$ cat src/logic/outport_pkg.sv
// Purpose: constants and carriers for the output port and special output bank
// Assumes: avalon-mm byte addressing, one register per aligned 32-bit word
// Notes: printed offsets are word indices, so byte address is four times the index
package outport_pkg;
   // register indices as printed, byte address is index * 4
   localparam logic [23:0] lcd_ctl_idx = 24'h00ff10;
   localparam logic [23:0] tmr_mode_idx = 24'h00ff30;
   localparam logic [23:0] ctimer_idx = 24'h00ff40;
   localparam logic [23:0] buzz_idx = 24'h00ff44;
   localparam logic [23:0] port3_idx = 24'h00ff76;
   localparam logic [23:0] port4_idx = 24'h00ff77;
   localparam logic [23:0] port5_idx = 24'h00ff78;
   localparam logic [23:0] build_opt_idx = 24'h00ff7c;
   localparam int addr_w = 26;
   // reset values
   localparam logic [7:0] port3_rst = 8'hff;
   localparam logic [7:0] port4_rst = 8'hff;
   localparam logic [1:0] port5_rst = 2'h2;
   // bit positions
   localparam int lcd_clk_pos = 4;
   localparam int lcd_frm_pos = 3;
   localparam int font_pos = 2;
   localparam int duty_pos = 1;
   localparam int lcd_rsv_pos = 0;
   localparam int width_pos = 4;
   localparam int chan_pos = 3;
   localparam int tone_pos = 2;
   localparam int psc1_pos = 1;
   localparam int psc0_pos = 0;
   localparam int stop_pos = 6;
   localparam int shot_pos = 5;
   localparam int len_pos = 4;
   localparam int decay_pos = 3;
   localparam int erst_pos = 2;
   localparam int env_pos = 1;
   localparam int bz_pos = 0;
   localparam int fsel_lo = 4;
   localparam int fout_pos = 3;
   localparam int tmrun_pos = 0;
   // times, and cycle counts at 200 MHz
   localparam longint clk_hz = 200000000;
   localparam longint shot_short_us = 31250;
   localparam longint shot_long_us = 125000;
   localparam longint shot_short_cyc = shot_short_us * clk_hz / 1000000;
   localparam longint shot_long_cyc = shot_long_us * clk_hz / 1000000;
   localparam longint decay_short_ms = 500;
   localparam longint decay_long_ms = 1000;
   localparam longint decay_short_cyc = decay_short_ms * clk_hz / 1000;
   localparam longint decay_long_cyc = decay_long_ms * clk_hz / 1000;
   // avalon request carrier
   typedef struct packed {
      logic rd;
      logic wr;
      logic [addr_w-1:0] addr;
      logic [31:0] wdata;
   } av_req_t;
   // lcd control fields
   typedef struct packed {
      logic clk_en;
      logic frm_en;
      logic font;
      logic duty;
      logic rsv;
   } lcd_ctl_t;
   // timer mode fields
   typedef struct packed {
      logic width;
      logic chan;
      logic tone;
      logic psc1;
      logic psc0;
   } tmr_mode_t;
   // buzzer fields
   typedef struct packed {
      logic len;
      logic decay;
      logic env;
      logic bz;
   } buzz_t;
   // bus states
   typedef enum logic [1:0] {
      bus_idle = 2'b00,
      bus_ack = 2'b01
   } bus_state_t;
endpackage : outport_pkg

$ cat src/logic/outport_bank.sv
// Purpose: output port data and special output control register bank
// Assumes: inputs synchronous to sys_clk; oscillator ticks are enable pulses
// Notes: one wait state on every access; unmapped reads return zero
//
// Summary of operation
// - third port data byte drives pins, read-write, resets to all ones
// - next register is eight reserved read-write bits resetting to ones
// - fifth port uses two low bits; bit0 resets 0, bit1 resets 1
// - lcd control d4 enables lcd clock output, resets 0
// - lcd control d3 enables lcd frame output, resets 0
// - lcd control d2 picks 5x5 font when 1, 5x8 when 0
// - lcd control d1 picks 1/16 duty when 1, 1/32 when 0
// - eighth duty build option makes the duty bit ineffective
// - timer mode d4 joins two 8-bit timers into one 16-bit
// - timer mode d3 picks timer 1 or timer 0 for tone pin
// - timer mode d2 turns tone output on or off
// - timer mode d1,d0 pick high or low oscillator for prescalers
// - writing 1 to buzzer d6 stops a one-shot at once; reads 0
// - writing 1 to d5 starts a one-shot; reads 1 while busy
// - buzzer d4 picks one-shot length 125 ms or 31.25 ms
// - buzzer d3 picks envelope decay 1 s or 0.5 s
// - writing 1 to d2 restarts the envelope; reads 0
// - d1 envelope enable; hardware clears it during a one-shot
// - buzzer d0 turns buzzer output on or off
// - clock timer d6..d4 pick low or high oscillator divided by 2, 4, 8 or 16
// - clock timer d3 drives the selected frequency onto its pin
// - a pin carrying a special output stops following its port bit
//
// Our own choice: the Avalon-MM interface to the registers.
module outport_bank (
   // clock and reset
   input wire logic sys_clk,
   input wire logic rstn,
   // avalon-mm slave
   input wire logic [outport_pkg::addr_w-1:0] avs_address,
   input wire logic avs_read,
   input wire logic avs_write,
   input wire logic [31:0] avs_writedata,
   input wire logic [3:0] avs_byteenable,
   output logic [31:0] avs_readdata,
   output logic avs_waitrequest,
   // oscillator enable ticks and special sources
   input wire logic low_speed_osc,
   input wire logic high_speed_osc,
   input wire logic timer0_out,
   input wire logic timer1_out,
   input wire logic lcd_clk_src,
   input wire logic lcd_frame_src,
   input wire logic buzzer_src,
   input wire logic eighth_duty_opt,
   // pins
   output logic [7:0] port3_pins,
   output logic [1:0] port5_pins,
   output logic lcd_clk_pin,
   output logic lcd_frame_pin,
   output logic tone_out_pin,
   // control to neighbouring units
   output logic font_size_sel,
   output logic drive_duty_sel,
   output logic timer_width_sel,
   output logic prescaler1_src_sel,
   output logic prescaler0_src_sel,
   output logic decay_time_sel,
   output logic envelope_restart,
   output logic envelope_en,
   output logic oneshot_busy,
   output logic watchdog_rst,
   output logic clk_timer_rst,
   output logic clk_timer_run
);
   logic [7:0] port3_r;
   logic [7:0] port4_r;
   logic [1:0] port5_r;
   outport_pkg::lcd_ctl_t lcd_r;
   outport_pkg::tmr_mode_t tmr_r;
   outport_pkg::buzz_t buzz_r;
   logic [2:0] fsel_r;
   logic fout_en_r;
   logic tmrun_r;
   logic shot_r;
   logic [31:0] shot_cnt_r;
   logic [2:0] div_r;
   logic fout_r;
   outport_pkg::bus_state_t state_r;
   outport_pkg::av_req_t req;
   logic [23:0] idx;
   logic wr_en;
   logic [7:0] wd;
   logic shot_start;
   logic shot_stop;
   logic shot_done;
   logic osc_tick;
   logic [7:0] rd_nxt;

   // decode register index from the word address
   function automatic logic hit(input logic [23:0] i, input logic [23:0] r);
      hit = (i == r);
   endfunction : hit

   assign req = '{avs_read, avs_write, avs_address, avs_writedata};
   assign idx = req.addr[25:2];
   assign wd = req.wdata[7:0];
   assign wr_en = req.wr && state_r == outport_pkg::bus_ack
      && avs_byteenable[0];

   // request is held one cycle, then answered
   always_ff @(posedge sys_clk or negedge rstn) begin
      if (!rstn) begin
         state_r <= outport_pkg::bus_idle;
         avs_waitrequest <= 1'b1;
      end else begin
         unique case (state_r)
            outport_pkg::bus_idle: begin
               if ((req.rd || req.wr) && avs_waitrequest) begin
                  state_r <= outport_pkg::bus_ack;
                  avs_waitrequest <= 1'b0;
               end else begin
                  avs_waitrequest <= 1'b1;
               end
            end
            outport_pkg::bus_ack: begin
               state_r <= outport_pkg::bus_idle;
               avs_waitrequest <= 1'b1;
            end
         endcase
      end
   end

   // read mux; unused bits and trigger bits other than buzzer d5 read zero
   always_comb begin
      rd_nxt = 8'h00;
      if (hit(idx, outport_pkg::port3_idx)) begin
         rd_nxt = port3_r;
      end else if (hit(idx, outport_pkg::port4_idx)) begin
         rd_nxt = port4_r;
      end else if (hit(idx, outport_pkg::port5_idx)) begin
         rd_nxt = {6'h00, port5_r};
      end else if (hit(idx, outport_pkg::lcd_ctl_idx)) begin
         rd_nxt = {3'h0, lcd_r};
      end else if (hit(idx, outport_pkg::tmr_mode_idx)) begin
         rd_nxt = {3'h0, tmr_r};
      end else if (hit(idx, outport_pkg::ctimer_idx)) begin
         rd_nxt = {1'b0, fsel_r, fout_en_r, 2'h0, tmrun_r};
      end else if (hit(idx, outport_pkg::buzz_idx)) begin
         rd_nxt = {2'h0, shot_r, buzz_r.len, buzz_r.decay, 1'b0,
            buzz_r.env, buzz_r.bz};
      end else if (hit(idx, outport_pkg::build_opt_idx)) begin
         rd_nxt = {7'h00, eighth_duty_opt};
      end
   end

   // read data registered with the answer
   always_ff @(posedge sys_clk or negedge rstn) begin
      if (!rstn) begin
         avs_readdata <= 32'h0;
      end else if (req.rd && state_r == outport_pkg::bus_idle) begin
         avs_readdata <= {24'h0, rd_nxt};
      end
   end

   // port data registers
   always_ff @(posedge sys_clk or negedge rstn) begin
      if (!rstn) begin
         port3_r <= outport_pkg::port3_rst;
         port4_r <= outport_pkg::port4_rst;
         port5_r <= outport_pkg::port5_rst;
      end else if (wr_en) begin
         if (hit(idx, outport_pkg::port3_idx)) begin
            port3_r <= wd;
         end
         if (hit(idx, outport_pkg::port4_idx)) begin
            port4_r <= wd;
         end
         if (hit(idx, outport_pkg::port5_idx)) begin
            port5_r <= wd[1:0];
         end
      end
   end

   // lcd and timer mode control
   always_ff @(posedge sys_clk or negedge rstn) begin
      if (!rstn) begin
         lcd_r <= '0;
         tmr_r <= '0;
      end else if (wr_en) begin
         if (hit(idx, outport_pkg::lcd_ctl_idx)) begin
            lcd_r <= wd[4:0];
         end
         if (hit(idx, outport_pkg::tmr_mode_idx)) begin
            tmr_r <= wd[4:0];
         end
      end
   end

   // clock timer register; reset bits pulse for one cycle
   always_ff @(posedge sys_clk or negedge rstn) begin
      if (!rstn) begin
         fsel_r <= 3'h0;
         fout_en_r <= 1'b0;
         tmrun_r <= 1'b0;
         watchdog_rst <= 1'b0;
         clk_timer_rst <= 1'b0;
      end else begin
         watchdog_rst <= 1'b0;
         clk_timer_rst <= 1'b0;
         if (wr_en && hit(idx, outport_pkg::ctimer_idx)) begin
            fsel_r <= wd[6:4];
            fout_en_r <= wd[outport_pkg::fout_pos];
            tmrun_r <= wd[outport_pkg::tmrun_pos];
            watchdog_rst <= wd[2];
            clk_timer_rst <= wd[1];
         end
      end
   end

   assign shot_start = wr_en && hit(idx, outport_pkg::buzz_idx)
      && wd[outport_pkg::shot_pos];
   assign shot_stop = wr_en && hit(idx, outport_pkg::buzz_idx)
      && wd[outport_pkg::stop_pos];
   assign shot_done = shot_r && shot_cnt_r == 32'h1;

   // buzzer control; envelope enable forced low while a one-shot runs
   always_ff @(posedge sys_clk or negedge rstn) begin
      if (!rstn) begin
         buzz_r <= '0;
         envelope_restart <= 1'b0;
      end else begin
         envelope_restart <= 1'b0;
         if (wr_en && hit(idx, outport_pkg::buzz_idx)) begin
            buzz_r <= {wd[4], wd[3], wd[1], wd[0]};
            envelope_restart <= wd[outport_pkg::erst_pos];
         end
         if (shot_r || shot_start) begin
            buzz_r.env <= 1'b0;
         end
      end
   end

   // one-shot timer: stop wins over start, start wins over expiry
   always_ff @(posedge sys_clk or negedge rstn) begin
      if (!rstn) begin
         shot_r <= 1'b0;
         shot_cnt_r <= 32'h0;
      end else if (shot_stop) begin
         shot_r <= 1'b0;
         shot_cnt_r <= 32'h0;
      end else if (shot_done && !shot_start) begin
         shot_r <= 1'b0; // countdown expired, back to ready
         shot_cnt_r <= 32'h0;
      end else if (shot_start) begin
         shot_r <= 1'b1;
         shot_cnt_r <= wd[outport_pkg::len_pos]
            ? 32'(outport_pkg::shot_long_cyc)
            : 32'(outport_pkg::shot_short_cyc);
      end else if (shot_r) begin
         shot_cnt_r <= shot_cnt_r - 32'h1;
      end
   end

   assign osc_tick = fsel_r[2] ? high_speed_osc : low_speed_osc;

   // frequency divider toggles on oscillator ticks
   always_ff @(posedge sys_clk or negedge rstn) begin
      if (!rstn) begin
         div_r <= 3'h0;
         fout_r <= 1'b0;
      end else if (osc_tick) begin
         div_r <= div_r + 3'h1;
         unique case (fsel_r[1:0])
            2'h0: fout_r <= ~fout_r;
            2'h1: fout_r <= div_r[0] ? ~fout_r : fout_r;
            2'h2: fout_r <= (div_r[1:0] == 2'h3) ? ~fout_r : fout_r;
            2'h3: fout_r <= (div_r == 3'h7) ? ~fout_r : fout_r;
         endcase
      end
   end

   // pin muxing: special functions override port data
   always_ff @(posedge sys_clk or negedge rstn) begin
      if (!rstn) begin
         port3_pins <= outport_pkg::port3_rst;
         port5_pins <= outport_pkg::port5_rst;
         lcd_clk_pin <= 1'b0;
         lcd_frame_pin <= 1'b0;
         tone_out_pin <= 1'b0;
      end else begin
         port3_pins <= port3_r;
         port3_pins[4] <= fout_en_r ? fout_r : port3_r[4];
         port5_pins[1] <= port5_r[1];
         port5_pins[0] <= (buzz_r.bz || shot_r)
            ? buzzer_src : port5_r[0];
         lcd_clk_pin <= lcd_r.clk_en & lcd_clk_src;
         lcd_frame_pin <= lcd_r.frm_en & lcd_frame_src;
         tone_out_pin <= tmr_r.tone
            & (tmr_r.chan ? timer1_out : timer0_out);
      end
   end

   // control outputs to neighbouring units
   always_ff @(posedge sys_clk or negedge rstn) begin
      if (!rstn) begin
         font_size_sel <= 1'b0;
         drive_duty_sel <= 1'b0;
         timer_width_sel <= 1'b0;
         prescaler1_src_sel <= 1'b0;
         prescaler0_src_sel <= 1'b0;
         decay_time_sel <= 1'b0;
         envelope_en <= 1'b0;
         oneshot_busy <= 1'b0;
         clk_timer_run <= 1'b0;
      end else begin
         font_size_sel <= lcd_r.font;
         drive_duty_sel <= lcd_r.duty & ~eighth_duty_opt;
         timer_width_sel <= tmr_r.width;
         prescaler1_src_sel <= tmr_r.psc1;
         prescaler0_src_sel <= tmr_r.psc0;
         decay_time_sel <= buzz_r.decay;
         envelope_en <= buzz_r.env;
         oneshot_busy <= shot_r;
         clk_timer_run <= tmrun_r;
      end
   end

   // checks
   bus_answer_a: assert property (@(posedge sys_clk) disable iff (!rstn)
      (avs_read || avs_write) && avs_waitrequest
      && state_r == outport_pkg::bus_idle |=> !avs_waitrequest)
      else $error("bus answer late");
   port3_write_a: assert property (@(posedge sys_clk) disable iff (!rstn)
      wr_en && hit(idx, outport_pkg::port3_idx)
      |=> ##1 port3_pins == $past(wd, 2) || fout_en_r)
      else $error("port3 pins wrong");
   shot_busy_a: assert property (@(posedge sys_clk) disable iff (!rstn)
      shot_start && !shot_stop |=> shot_r ##1 oneshot_busy)
      else $error("one-shot not busy");
   shot_stop_a: assert property (@(posedge sys_clk) disable iff (!rstn)
      shot_stop |=> !shot_r)
      else $error("one-shot not stopped");
   env_clear_a: assert property (@(posedge sys_clk) disable iff (!rstn)
      shot_r |=> !buzz_r.env)
      else $error("envelope not cleared");
   duty_mask_a: assert property (@(posedge sys_clk) disable iff (!rstn)
      $past(eighth_duty_opt) |-> !drive_duty_sel)
      else $error("duty not masked");
   tone_off_a: assert property (@(posedge sys_clk) disable iff (!rstn)
      !$past(tmr_r.tone) |-> !tone_out_pin)
      else $error("tone pin active");
   trig_clear_a: assert property (@(posedge sys_clk) disable iff (!rstn)
      envelope_restart |=> !envelope_restart)
      else $error("trigger stuck");
   ctl_pulse_a: assert property (@(posedge sys_clk) disable iff (!rstn)
      watchdog_rst || clk_timer_rst |=> !watchdog_rst && !clk_timer_rst)
      else $error("reset pulse stuck");
   tone_chan_a: assert property (@(posedge sys_clk) disable iff (!rstn)
      tmr_r.tone && !tmr_r.chan |=> tone_out_pin == $past(timer0_out))
      else $error("tone channel wrong");
   lcd_clk_gate_a: assert property (@(posedge sys_clk) disable iff (!rstn)
      !lcd_r.clk_en |=> !lcd_clk_pin)
      else $error("lcd clock not gated");
   lcd_frame_gate_a: assert property (@(posedge sys_clk) disable iff (!rstn)
      !lcd_r.frm_en |=> !lcd_frame_pin)
      else $error("lcd frame not gated");
   port5_data_a: assert property (@(posedge sys_clk) disable iff (!rstn)
      !buzz_r.bz && !shot_r |=> port5_pins[0] == $past(port5_r[0]))
      else $error("port5 pin wrong");
   fout_off_a: assert property (@(posedge sys_clk) disable iff (!rstn)
      !fout_en_r |=> port3_pins[4] == $past(port3_r[4]))
      else $error("frequency pin wrong");
endmodule : outport_bank

$ cat config.mk
export PLATFORM = sky130hd
export DESIGN_NAME = outport_bank
export DESIGN_NICKNAME = d
export VERILOG_FILES = /design/src/logic/outport_pkg.sv /design/src/logic/outport_bank.sv
export SDC_FILE = /design/constraint.sdc
export NUM_CORES = 1
export LEC_CHECK = 0
export ABC_AREA = 1
export ABC_CLOCK_PERIOD_IN_PS = 2400
export BUFFER_PORTS_ARGS = -buffer_cell sky130_fd_sc_hd__buf_4
export CAP_MARGIN = 20
export CORE_ASPECT_RATIO = 0.8
export CORE_MARGIN = 4
export CORE_UTILIZATION = 54
export DETAILED_ROUTE_END_ITERATION = 7
export GPL_ROUTABILITY_DRIVEN = 1
export PLACE_DENSITY = 0.8
export SLEW_MARGIN = 10
export SYNTH_ARGS = -nofsm -noshare
export SYNTH_HDL_FRONTEND = slang
export SYNTH_SLANG_ARGS = --single-unit
$ cat constraint.sdc
create_clock -name sys_clk -period 2.4 [get_ports sys_clk]
set_clock_uncertainty 0.2 [all_clocks]
set_input_delay 0 -clock sys_clk [delete_from_list [all_inputs] [get_ports sys_clk]]
set_output_delay 0 -clock sys_clk [all_outputs]
set_load 0.01 [all_outputs]
# ---- Word level (Yosys, flattened, before mapping)
# Cells that the tools add are included.
# W data, S select, Z words.
dict set report op_classes {
  n_addsub 2
  n_eq_ne 19
  muxes 33
  n_bitwise 6
  n_reduce_logical 25
}
# operator n
set op_table {}
lappend op_table {{$eq A24 B16 Y1 const B} 8}
lappend op_table {{$mux W32} 4}
lappend op_table {{$eq A32 B1 Y1 const B} 1}
lappend op_table {{$sub A32 B1 Y32 const B} 1}
lappend op_table {{$mux W7} 4}
lappend op_table {{$mux W25} 1}
lappend op_table {{$mux W1} 16}
lappend op_table {{$mux W8} 2}
lappend op_table {{$logic_and A1 B1 Y1} 10}
lappend op_table {{$reduce_and A2 Y1} 5}
lappend op_table {{$ne A2 B2 Y1 const B} 4}
lappend op_table {{$eq A2 B2 Y1 const B} 3}
lappend op_table {{$mux W6} 1}
lappend op_table {{$and A1 B1 Y1} 4}
lappend op_table {{$eq A2 B1 Y1 const B} 2}
lappend op_table {{$logic_not A2 Y1} 2}
lappend op_table {{$mux W2} 2}
lappend op_table {{$pmux W1 S4} 1}
lappend op_table {{$pmux W2 S2} 1}
lappend op_table {{$reduce_and A4 Y1} 1}
lappend op_table {{$reduce_bool A4 Y1} 1}
lappend op_table {{$add A3 B1 Y3 const B} 1}
lappend op_table {{$eq A3 B3 Y1 const B} 1}
lappend op_table {{$logic_or A1 B1 Y1} 3}
lappend op_table {{other kinds (5)} 6}
dict set report totals {
  ff_bits 110
}

# ---- Depth between registers and ports, before layout
# Gate-level depths: netlist of the first run.
dict set report depth {
  ltp_word 9
  ltp_mapped 14
}

# ---- Worst setup path after synthesis of the first run
# OpenSTA, ideal clock, no wires.
dict set report synth_timing {
  path_type {register to register}
  startpoint {register shot_cnt_r[0]}
  endpoint {register shot_cnt_r[22]}
  t_arrival_ns 1.572
  required_ns 2.124
  slack_ns 0.552
  path_stages_with_launch 10
  n_path_buf 0
  period_less_slack_ns 1.848
  path_cell_list {dfrtp_1 -> inv_1 -> ha_1 -> nand2_1 -> nor2_2 -> nand3_1 -> or2_2 -> nand3_1 -> nand3_1 -> o21ai_1}
}
dict set report synth_between {
  elab_chain_cells 5
  elab_cells_between_ends 9
}
# item line_no
set synth_rtl {}
lappend synth_rtl {{start: declaration} outport_bank.sv:81} ;# logic [31:0] shot_cnt_r;
lappend synth_rtl {{start signal: assignment} outport_bank.sv:252} ;# shot_cnt_r <= wd[outport_pkg::len_pos]
lappend synth_rtl {{start signal: assignment} outport_bank.sv:256} ;# shot_cnt_r <= shot_cnt_r - 32'h1;
lappend synth_rtl {{$sub A32 B1 Y32 or $eq A32 B1 Y1 (tied branches)} {outport_bank.sv:256, outport_bank.sv:220}}
lappend synth_rtl {{$mux W32 or $logic_and A1 B1 Y1 (tied branches)} {outport_bank.sv:255, outport_bank.sv:220}}
lappend synth_rtl {{$mux W32 or $logic_and A1 B1 Y1 (tied branches)} {outport_bank.sv:250, outport_bank.sv:247}}
lappend synth_rtl {{$mux W32} outport_bank.sv:247} ;# end else if (shot_done && !shot_start) begin
lappend synth_rtl {{$mux W32} outport_bank.sv:244} ;# end else if (shot_stop) begin
# Several ways; a longest one is shown, not always the timed one. The select of a mux whose other input is x is not followed.
# A chain may end at the register's enable or synchronous reset.

# ---- Worst setup path in the final report of the first run
dict set report layout_timing {
  startpoint {register shot_cnt_r[8]}
  endpoint {register shot_cnt_r[21]}
}
# The elaborated chain is that of the path after synthesis.

==> results, run 1 <==
- The count of antenna diodes in the layout is 0.
- Of the total power, combinational logic draws approximately 10%.
- STA classifies the critical path startpoint as a register.
- The worst hold path begins at high_speed_osc.
- The number of detailed-route iterations in the first pass is 5.
- The part of the total power dissipated in sequential elements is 50.4%.
- The worst max-slew margin expressed relative to the limit is just over 60%.
- The min-delay analysis places its worst path in the category input pin to register.
- The largest voltage drop on the vdd net is roughly 0.54 mV.
- Summed over all nets, the switching power comes to approximately 1.0 mW.
- In the final layout, the share of cells above drive strength 1 is 19.7%.
- The flow ran to the end, and the final reports show no timing, DRC or antenna violations.
- The count of cell types in the netlist is 39.
- In the layout the commonest cells are 202 x nand2_1, 105 x nor2_1, 94 x buf_4, 82 x dfrtp_1, 58 x inv_1.
- Each instance of the synthesized netlist takes up on average ~7.9 sq um.
- The initial utilization of the core area, before any placement, comes to 55.9%.
- During synthesis, Yosys emitted a total of 0 warnings.
- The detailed router placed ~5300 vias in this run.
- Derived from the worst setup path, the maximum achievable clock frequency is approximately 450 MHz.
- The dominant cell type by area after synthesis is dfrtp_1.
- Clock-pin slew was measured on the worst setup and hold paths at about 80 ps.
- Sequential elements use a little under half of the synthesized area.
- After layout, the worst path uses between 90% and 100% of the clock period.
- For the pin with the worst max-slew slack, the measured transition is between 500 and 600 ps.
- Port buffering added 78 buffers.
- Global routing used roughly 27% of the available tracks across all layers.
- The initial antenna violation count is 0.
- In the final routed layout, each cell accounts on average for 15.7 microns.
- After detailed routing, the total wire length is 15.6 mm.
- The total power draw is 3.86 mW.
- The number of buffers created by CTS is 9.
- The floorplan step defined a die boundary enclosing ~12000 sq um.
- In the final timing run, aggregate negative setup slack is 0 ps.
- The detail route stage leaves a number of antenna-violating nets equal to 0.
- The number of sinks driven by the clock tree is roughly 110.
- The number of pins with negative max-slew slack in the final report came to 0.
- The boundary pin count is 132.
- The number of global-route vias before repair is roughly 5000.
- The post-layout minimum cycle time is 2220 ps.
- The average via count per standard cell is approximately 5.3.
- Setup violations remaining at the end of the flow were counted as 0.
- In this run the vertical extent of the chip is 100 microns.
- The die is 124 microns wide.
- The number of violations of the max-capacitance limit is 0.
- The global-route wire length before repair is approximately 25 mm.
- STA puts the critical path data arrival time at between 2000 and 2500 ps.
- The total standard cell area after synthesis is 5770 sq um.
- Relative to the synthesized area, the layout overhead comes to 22.2%.
- For the worst-skew pair, the clock arrives at the later sink with an insertion delay of around 360 ps.
- The placeable core area is roughly 10000 sq um.
- The number of cells traversed by the worst hold path is 4.
- The number of design-rule violations left by the first detailed-router iteration is just under 500.
- The clock tree from TritonCTS is done.
- The count of unresolved DRC violations after routing is 0.
- The switching share of total power is roughly a quarter.
- The layout net count is approximately 900.
- The H-tree generated during clock tree synthesis spans 3 levels.
- The internal portion of total power is around 2.9 mW.
- In the synthesized netlist, the number of instances is between 700 and 800.
- After clock tree synthesis, the repair step resized 0 gates.
- Routability-driven placement finished with a final weighted congestion of 0.964.
- In this run the power density over the cells is approximately 550 nW/um^2.
- The total leakage power is ~3.4 nW.
- The maximum fanout along the worst path is 4.
- The maximum number of pins on one net before global-route repair is 65.
- The total congestion overflow after global routing is 0.
- The hold violation total from the final report is 0.
- The type of destination of the critical path is a register.
- The required time at the worst-slack endpoint is approximately 2500 ps.
- The number of cells on the worst reg-to-reg path is 10.
- The proportion of power drawn by the clock network is between 30% and 40%.
- In this run the critical register-to-register path is launched from shot_cnt_r[8].
- After legalization and detailed placement, the total HPWL measured roughly 12 mm.
- Leaving out fill and tap cells, the most frequent cell in the layout is nand2_1.
- The cell chosen for the clock root is clkbuf_16.
- In this run the critical register-to-register path is captured at shot_cnt_r[21].
- After synthesis, the largest area contributor takes up a little over a third of total cell area.
- The destination of the worst hold path is fout_r.
- Setup slack on the worst reg-to-reg path comes out at between 150 and 200 ps.
- The maximum number of buffers from clock root to sink is 2.
- The critical path is of the register to register type.
- Yosys attributes the largest share of cell area to dfrtp_1 36%, nand2_1 13%, dfstp_2 12%.
- Setup repair after global routing left no endpoint under its margin.
- The flip-flop and latch count after synthesis is ~110.
- The floorplan has 33 rows.
==> critical path, cell delays in order, from the launching register on <==
cell	delay, ps
dfrtp_1	430
nor2_1	260
nand2_1	90
nor2_1	260
nand2_1	210
nor2_1	200
nand3_1	120
xor2_1	140
nand2_1	70
nand3_1	70
nand2_1	60
==> how the worst max path moves through the flow <==
stage | from | endpoint | slack (ps) | cells past startpoint
after floorplan | shot_cnt_r[0] | shot_cnt_r[22] | 550 | 9
after global placement | state_r[0] | shot_cnt_r[4] | 210 | 8
after detailed placement | state_r[0] | shot_cnt_r[17] | 240 | 8
after CTS | avs_address[2] | shot_cnt_r[17] | 190 | 11
after global routing | shot_cnt_r[8] | shot_cnt_r[21] | 10 | 10
final | shot_cnt_r[8] | shot_cnt_r[21] | 180 | 10
==> registers in the layout (all words and copies together) (netlist names), 3 cells and up <==
name	cells
buzz_r	4
avs_readdata	8
port3_r	8
tmr_r	5
div_r	3
shot_cnt_r	32
fsel_r	3
lcd_r	5
port3_pins	8
port4_r	8
==> final cells by class <==
type | instances | area (sq um)
clock buffer | 10 | 239
clock inverter | 6 | 67.6
fill | 869 | 3280
inverter | 63 | 239
multi-input combinational | 547 | 2590
sequential | 109 | 2760
tap | 140 | 175
timing repair buffer | 119 | 976
==> cells in the mapped netlist, drive strengths merged <==
master and n:
or2 2, mux2 3, clkbuf 3, a21oi 7, o2111ai 1, nand3b 2
nand4 24, nor4 1, and3 1, o22ai 2, buf 31, clkinv 1
ha 4, conb 1, nor3 10, nand3 43, o311ai 1, nor2 113
xor2 20, dfstp 27, o211ai 1, o21ai 75, nand2 208, inv 62
dfrtp 82, xnor2 5
==> cells by family after synthesis <==
logic type	after synthesis	share of synthesized area, %
XOR/XNOR	25	3.80
other	1	0.0650
buffers and inverters	97	8.72
AND/OR/NAND/NOR	404	30.1
multiplexers	3	0.586
flip-flops	109	47.9
AO/OA/AOI/OAI	87	7.96
adder cells (fa/ha/maj)	4	0.868
==> routing by layer <==
layer | GRT usage [%] | part of all wire, %
met1 | 40.2 | 47
met2 | 39.2 | 43
met3 | 5.58 | 8.6
met4 | 7.91 | 1.6
met5 | 0 | 0
==> through the flow <==
| stage | setup WS, ps | instances | hold slack, ps | cell area [sq um] | utilization, % |
|---|---|---|---|---|---|
| 6_report | 180 | 994 | 14.1 | 7050 | 68.3 |
| 2_1_floorplan | 552 | 753 | -496 | 5850 | - |
| 5_1_grt | 12.0 | 994 | 12.4 | 7050 | 68.3 |
| 3_5_place_dp | 236 | 953 | -244 | 6480 | 62.8 |
| 4_1_cts | 186 | 993 | 0.648 | 7040 | 68.2 |
| 3_3_place_gp | 209 | 953 | -252 | 6480 | 62.8 |
==> power groups by stage <==
| stage | registers (mW) | logic [mW] | clock network, mW |
|---|---|---|---|
| finish | 1.95 | 0.397 | 1.51 |
| global route | 1.95 | 0.447 | 1.63 |
| CTS | 1.94 | 0.398 | 1.54 |
| detailed placement | 1.98 | 0.357 | 0 |
| global placement | 1.97 | 0.336 | 0 |
| floorplan | 1.98 | 0.195 | 0 |
==> repair_timing <==
action | CTS | global route
setup buffers | 0 | 1
hold buffers | 24 | 0
hold endpoints to repair | 155 | 0
endpoints found under the setup margin | 0 | 1
Note: power is estimated with default switching activity, not from simulation.
==> run 2, diff against run 1 <==
--- a/config.mk
+++ b/config.mk
@@ -5,7 +5,6 @@
 export SDC_FILE = /design/constraint.sdc
 export NUM_CORES = 1
 export LEC_CHECK = 0
-export ABC_AREA = 1
 export ABC_CLOCK_PERIOD_IN_PS = 2400
 export BUFFER_PORTS_ARGS = -buffer_cell sky130_fd_sc_hd__buf_4
 export CAP_MARGIN = 20
==> run 2 against run 1 <==
Compared with the run above:
- the flow now finishes with violations (negative setup slack)
- sequential power is essentially flat
- core utilization grew 7.6 points
- power shrank 0.28%
- flip-flop and latch count is the same
- register-to-register slack lost 380 ps
- final cell count shrank 18%
- setup slack lost 380 ps
- clock-buffer cell count is the same
- global-route usage grew 0.19 points
- area after synthesis shrank 4.8%
- critical path depth shrank 3
- critical endpoint is now shot_cnt_r[26]
==> results, run 2 <==
- The final period utilization came to 108% (was 92.5%).
- The critical path class is register to register (unchanged).
- The required time at the worst-slack endpoint came to 2440 ps (was 2450 ps).
- The total leakage power is 3.36 nW (was 3.37 nW).
- The number of buffers inserted by port buffering is 78 (unchanged).
- The reg-to-reg critical path startpoint is shot_cnt_r[20] (was shot_cnt_r[8]).
- Commonest cells in the netlist: 82 x dfrtp_1, 45 x mux2_2, 40 x nand2_1, 40 x nor2_1, 27 x dfstp_2 (was 202 x nand2_1, 105 x nor2_1, 82 x dfrtp_1).
- The end-of-flow core utilization is 75.9% (was 68.3%).
- The floorplan row count was 32 (was 33).
- The number of design-rule violations left by the first detailed-router iteration is 466 (was 485).
- The power density of the placed cells is 519 nW/um^2 (was 547 nW/um^2).
- The number of sinks driven by the clock tree is 109 (unchanged).
- The largest voltage drop on the vdd net is 0.406 mV (was 0.539 mV).
- The number of detailed-route iterations in the first pass came to 5 (unchanged).
- The starting utilization of the core area is 56.2% (was 55.9%).
- Most used cells in the layout excluding fill and tap cells: 137 x buf_4, 82 x dfrtp_1, 45 x mux2_2, 39 x nand2_1, 27 x dfstp_2 (was 202 x nand2_1, 105 x nor2_1, 94 x buf_4, 82 x dfrtp_1, 58 x inv_1).
- The wire length per cell after detailed routing was 19.6 microns (was 15.7 microns).
- The HPWL after detailed placement is 11.1 mm (was 11.5 mm).
- The origin of the worst setup path is shot_cnt_r[20] (was shot_cnt_r[8]).
- The clock edge transition at the registers on the reported setup and hold paths is 80 ps (about the same).
- The slowest cell on the critical path is or4_4 (was dfrtp_1).
- The global-route wire length before repair is 25.2 mm (was 25.5 mm).
- The kind of cell adding the most delay to the critical path is simple AND/OR/NAND/NOR gates (unchanged).
- The total congestion overflow after global routing came to 0 (unchanged).
- The number of global-route vias before repair is 4814 (was 5034).
- The via count is 4817 (was 5259).
- The clock tree from TritonCTS is done (unchanged).
- The predominant post-synthesis flop cell was dfrtp_1 (unchanged).
- The number of warning messages in the yosys log is 0 (unchanged).
- CP cell instances: or3_4 -> buf_4 -> or4_1 -> or4_4 -> nor4_4 -> xnor2_1 -> nor2_2 (was nor2_1 -> nand2_1 -> nor2_1 -> nand2_1 -> nor2_1 -> nand3_1 -> xor2_1 -> nand2_1 -> nand3_1 -> nand2_1).
- The share of flip-flops with an asynchronous set or reset after synthesis is 100% (unchanged).
- The maximum number of buffers from clock root to sink was 2 (unchanged).
- The type of element launching the critical path is a register (unchanged).
- The number of buffers created by CTS came to 9 (unchanged).
- The average via count per standard cell is 5.94 (was 5.29).
- The path type of the worst min-delay path is input pin to asynchronous set/reset pin (was input pin to register).
- The final weighted congestion in routability-driven placement was 0.956 (was 0.964).
- The cell chosen for the clock root is clkbuf_16 (unchanged).
- The vertical die dimension was 98.2 microns (was 100 microns).
- The count of cell types in the netlist is 70 (was 39).
- The layout net count is 748 (was 927).
- Unrepaired setup endpoints after global routing: true (was false).
- The area added between synthesis and finish is 35.0% (was 22.2%).
- The maximum fanout along the worst path came to 5 (was 4).
- The post-layout minimum cycle time is 2600 ps (was 2220 ps).
- The count of antenna diodes in the layout is 0 (unchanged).
- The total wire length after detailed routing is 15.9 mm (was 15.6 mm).
- The aggregate negative setup slack is -4620 ps (was 0 ps).
- The share of the synthesized area in the top cell type is 37.4% (was 35.6%).
- The buffers plus inverters on the worst setup path is 1 (was 0).
- The checks that failed: negative setup slack.
- Top area cells in the synthesized netlist: dfrtp_1 37%, dfstp_2 13%, mux2_2 9.2% (was dfrtp_1 36%, nand2_1 13%, dfstp_2 12%).
- The overall die area is 11900 sq um (was 12400 sq um).
- The worst max-slew margin expressed relative to the limit is 58.3% (was 62.4%).
- The worst stage delay on the critical path is 490 ps (was 430 ps).
- The share of synthesized area occupied by flip-flops and latches came to 50.3% (was 47.9%).
- The count of flip-flops with a built-in enable after synthesis is 0 (unchanged).
- The depth of the most critical reg-to-reg path came to 7 (was 10).
- The type of destination of the critical path is a register (unchanged).
- The flip-flop and latch count after synthesis came to 109 (unchanged).
- The register with the most flip-flops was shot_cnt_r (unchanged).
- The hold violation total from the final report came to 0 (unchanged).
- The number of instances in the synthesized netlist is 504 (was 730).
- The number of violations of the max-capacitance limit is 0 (unchanged).
- The cell depth of the worst setup path is 7 (was 10).
- The synthesized area per cell is 10.9 sq um (was 7.90 sq um).
- The total standard cell area after synthesis came to 5490 sq um (was 5770 sq um).
- The highest attainable clock frequency is 385 MHz (was 450 MHz).
- The worst-margin pin slew is 625 ps (was 563 ps).
- The overall track demand over capacity in global routing is 27.0% (was 26.8%).
- Status: complete, but fails checks (was finished, final reports clean).
- The boundary pin count is 132 (unchanged).
- The maximum number of pins on one net before global-route repair is 48 (was 65).
- The most common library cell in the layout ignoring fill and taps is buf_4 (was nand2_1).
- The smallest setup slack after layout is -201 ps (was 180 ps).
- The dominant cell type by area after synthesis is dfrtp_1 (unchanged).
- The share of final-layout standard cells stronger than drive strength 1 is 43.3% (was 19.7%).
- The total setup violations reported at the end of the flow came to 33 (was 0).
- The depth of the CTS H-tree came to 3 (unchanged).
- The initial antenna violation count is 0 (unchanged).
- The remaining number of nets flagged by the antenna check after routing is 0 (unchanged).
- The leading cell type by number of instances after synthesis is dfrtp_1 (was nand2_1).
- The placeable core area is 9770 sq um (was 10300 sq um).
- The count of unresolved DRC violations after routing is 0 (unchanged).
- The data arrival at the endpoint of the critical path came to 2640 ps (was 2270 ps).
- The register-to-register setup slack was -200 ps (was 180 ps).
- The worst flop-to-flop path endpoint is shot_cnt_r[26] (was shot_cnt_r[21]).
- The capture point of the critical path is shot_cnt_r[26] (was shot_cnt_r[21]).
- The flip-flop count of the largest register after layout was 32 (unchanged).
- The clock insertion delay at the later pin of the skew report is 350 ps (was 360 ps).
- The width of the chip came to 121 microns (was 124 microns).
- The number of pins with negative max-slew slack in the final report is 0 (unchanged).
[run 2: per-layer routing]
metal	global-route usage (%)	share of wire, %	vias up
li1	-	-	2128
met1	36.2	40	2375
met2	43.8	49	267
met3	5.21	8.4	47
met4	9.84	3.2	0
met5	0	0	-
[run 2: layout make-up]
type,instances,area [sq um]
fill,613,2360
timing repair inverter,1,8.76
clock buffer,10,229
clock inverter,6,48.8
multi-input combinational,369,2730
tap,136,170
sequential,109,2760
inverter,9,41.3
timing repair buffer,171,1420
[run 2: timing repair]
item | CTS | global route
gates cloned | 2 | 0
setup buffers | 6 | 1
pin swaps | 9 | 4
endpoints found under the hold margin | 157 | 0
resized for setup | 25 | 29
setup endpoints to repair | 31 | 35
hold buffers | 24 | 0
[run 2: worst min path at each step]
stage	start	endpoint	cells past startpoint
after floorplan	rstn	avs_readdata[0]	0
after detailed placement	rstn	avs_readdata[5]	1
after global placement	rstn	clk_timer_run	1
final	rstn	avs_readdata[5]	2
after CTS	avs_address[7]	avs_readdata[0]	5
after global routing	avs_address[7]	avs_readdata[0]	5
[run 2: power breakdown]
part	internal (mW)	total, mW	switching [mW]
Clock	0.712	1.40	0.688
Combinational	0.220	0.475	0.254
Sequential	1.92	1.97	0.0516
Total	2.85	3.85	0.994
[run 2: kinds of logic after synthesis]
logic type      after synthesis  synth area share [%]
other cells                   1                0.0683
xor+xnor                     15                  2.39
simple gates                199                  20.6
fa+ha+maj                     4                 0.912
flops                       109                  50.3
mux                          49                  9.96
compound gates               78                  10.3
buf+inv                      49                  5.43
[run 2: stage by stage]
step	worst slack, ps	instances	hold slack [ps]	power, mW	cell area (sq um)
final	-201	811	33.0	3.85	7410
after global routing	-281	811	64.7	4.02	7410
after CTS	-158	810	30.8	3.85	7300
after detailed placement	-241	762	-143	2.43	6620
after global placement	-228	762	-147	2.40	6620
after floorplan	-105	527	-496	2.23	5640
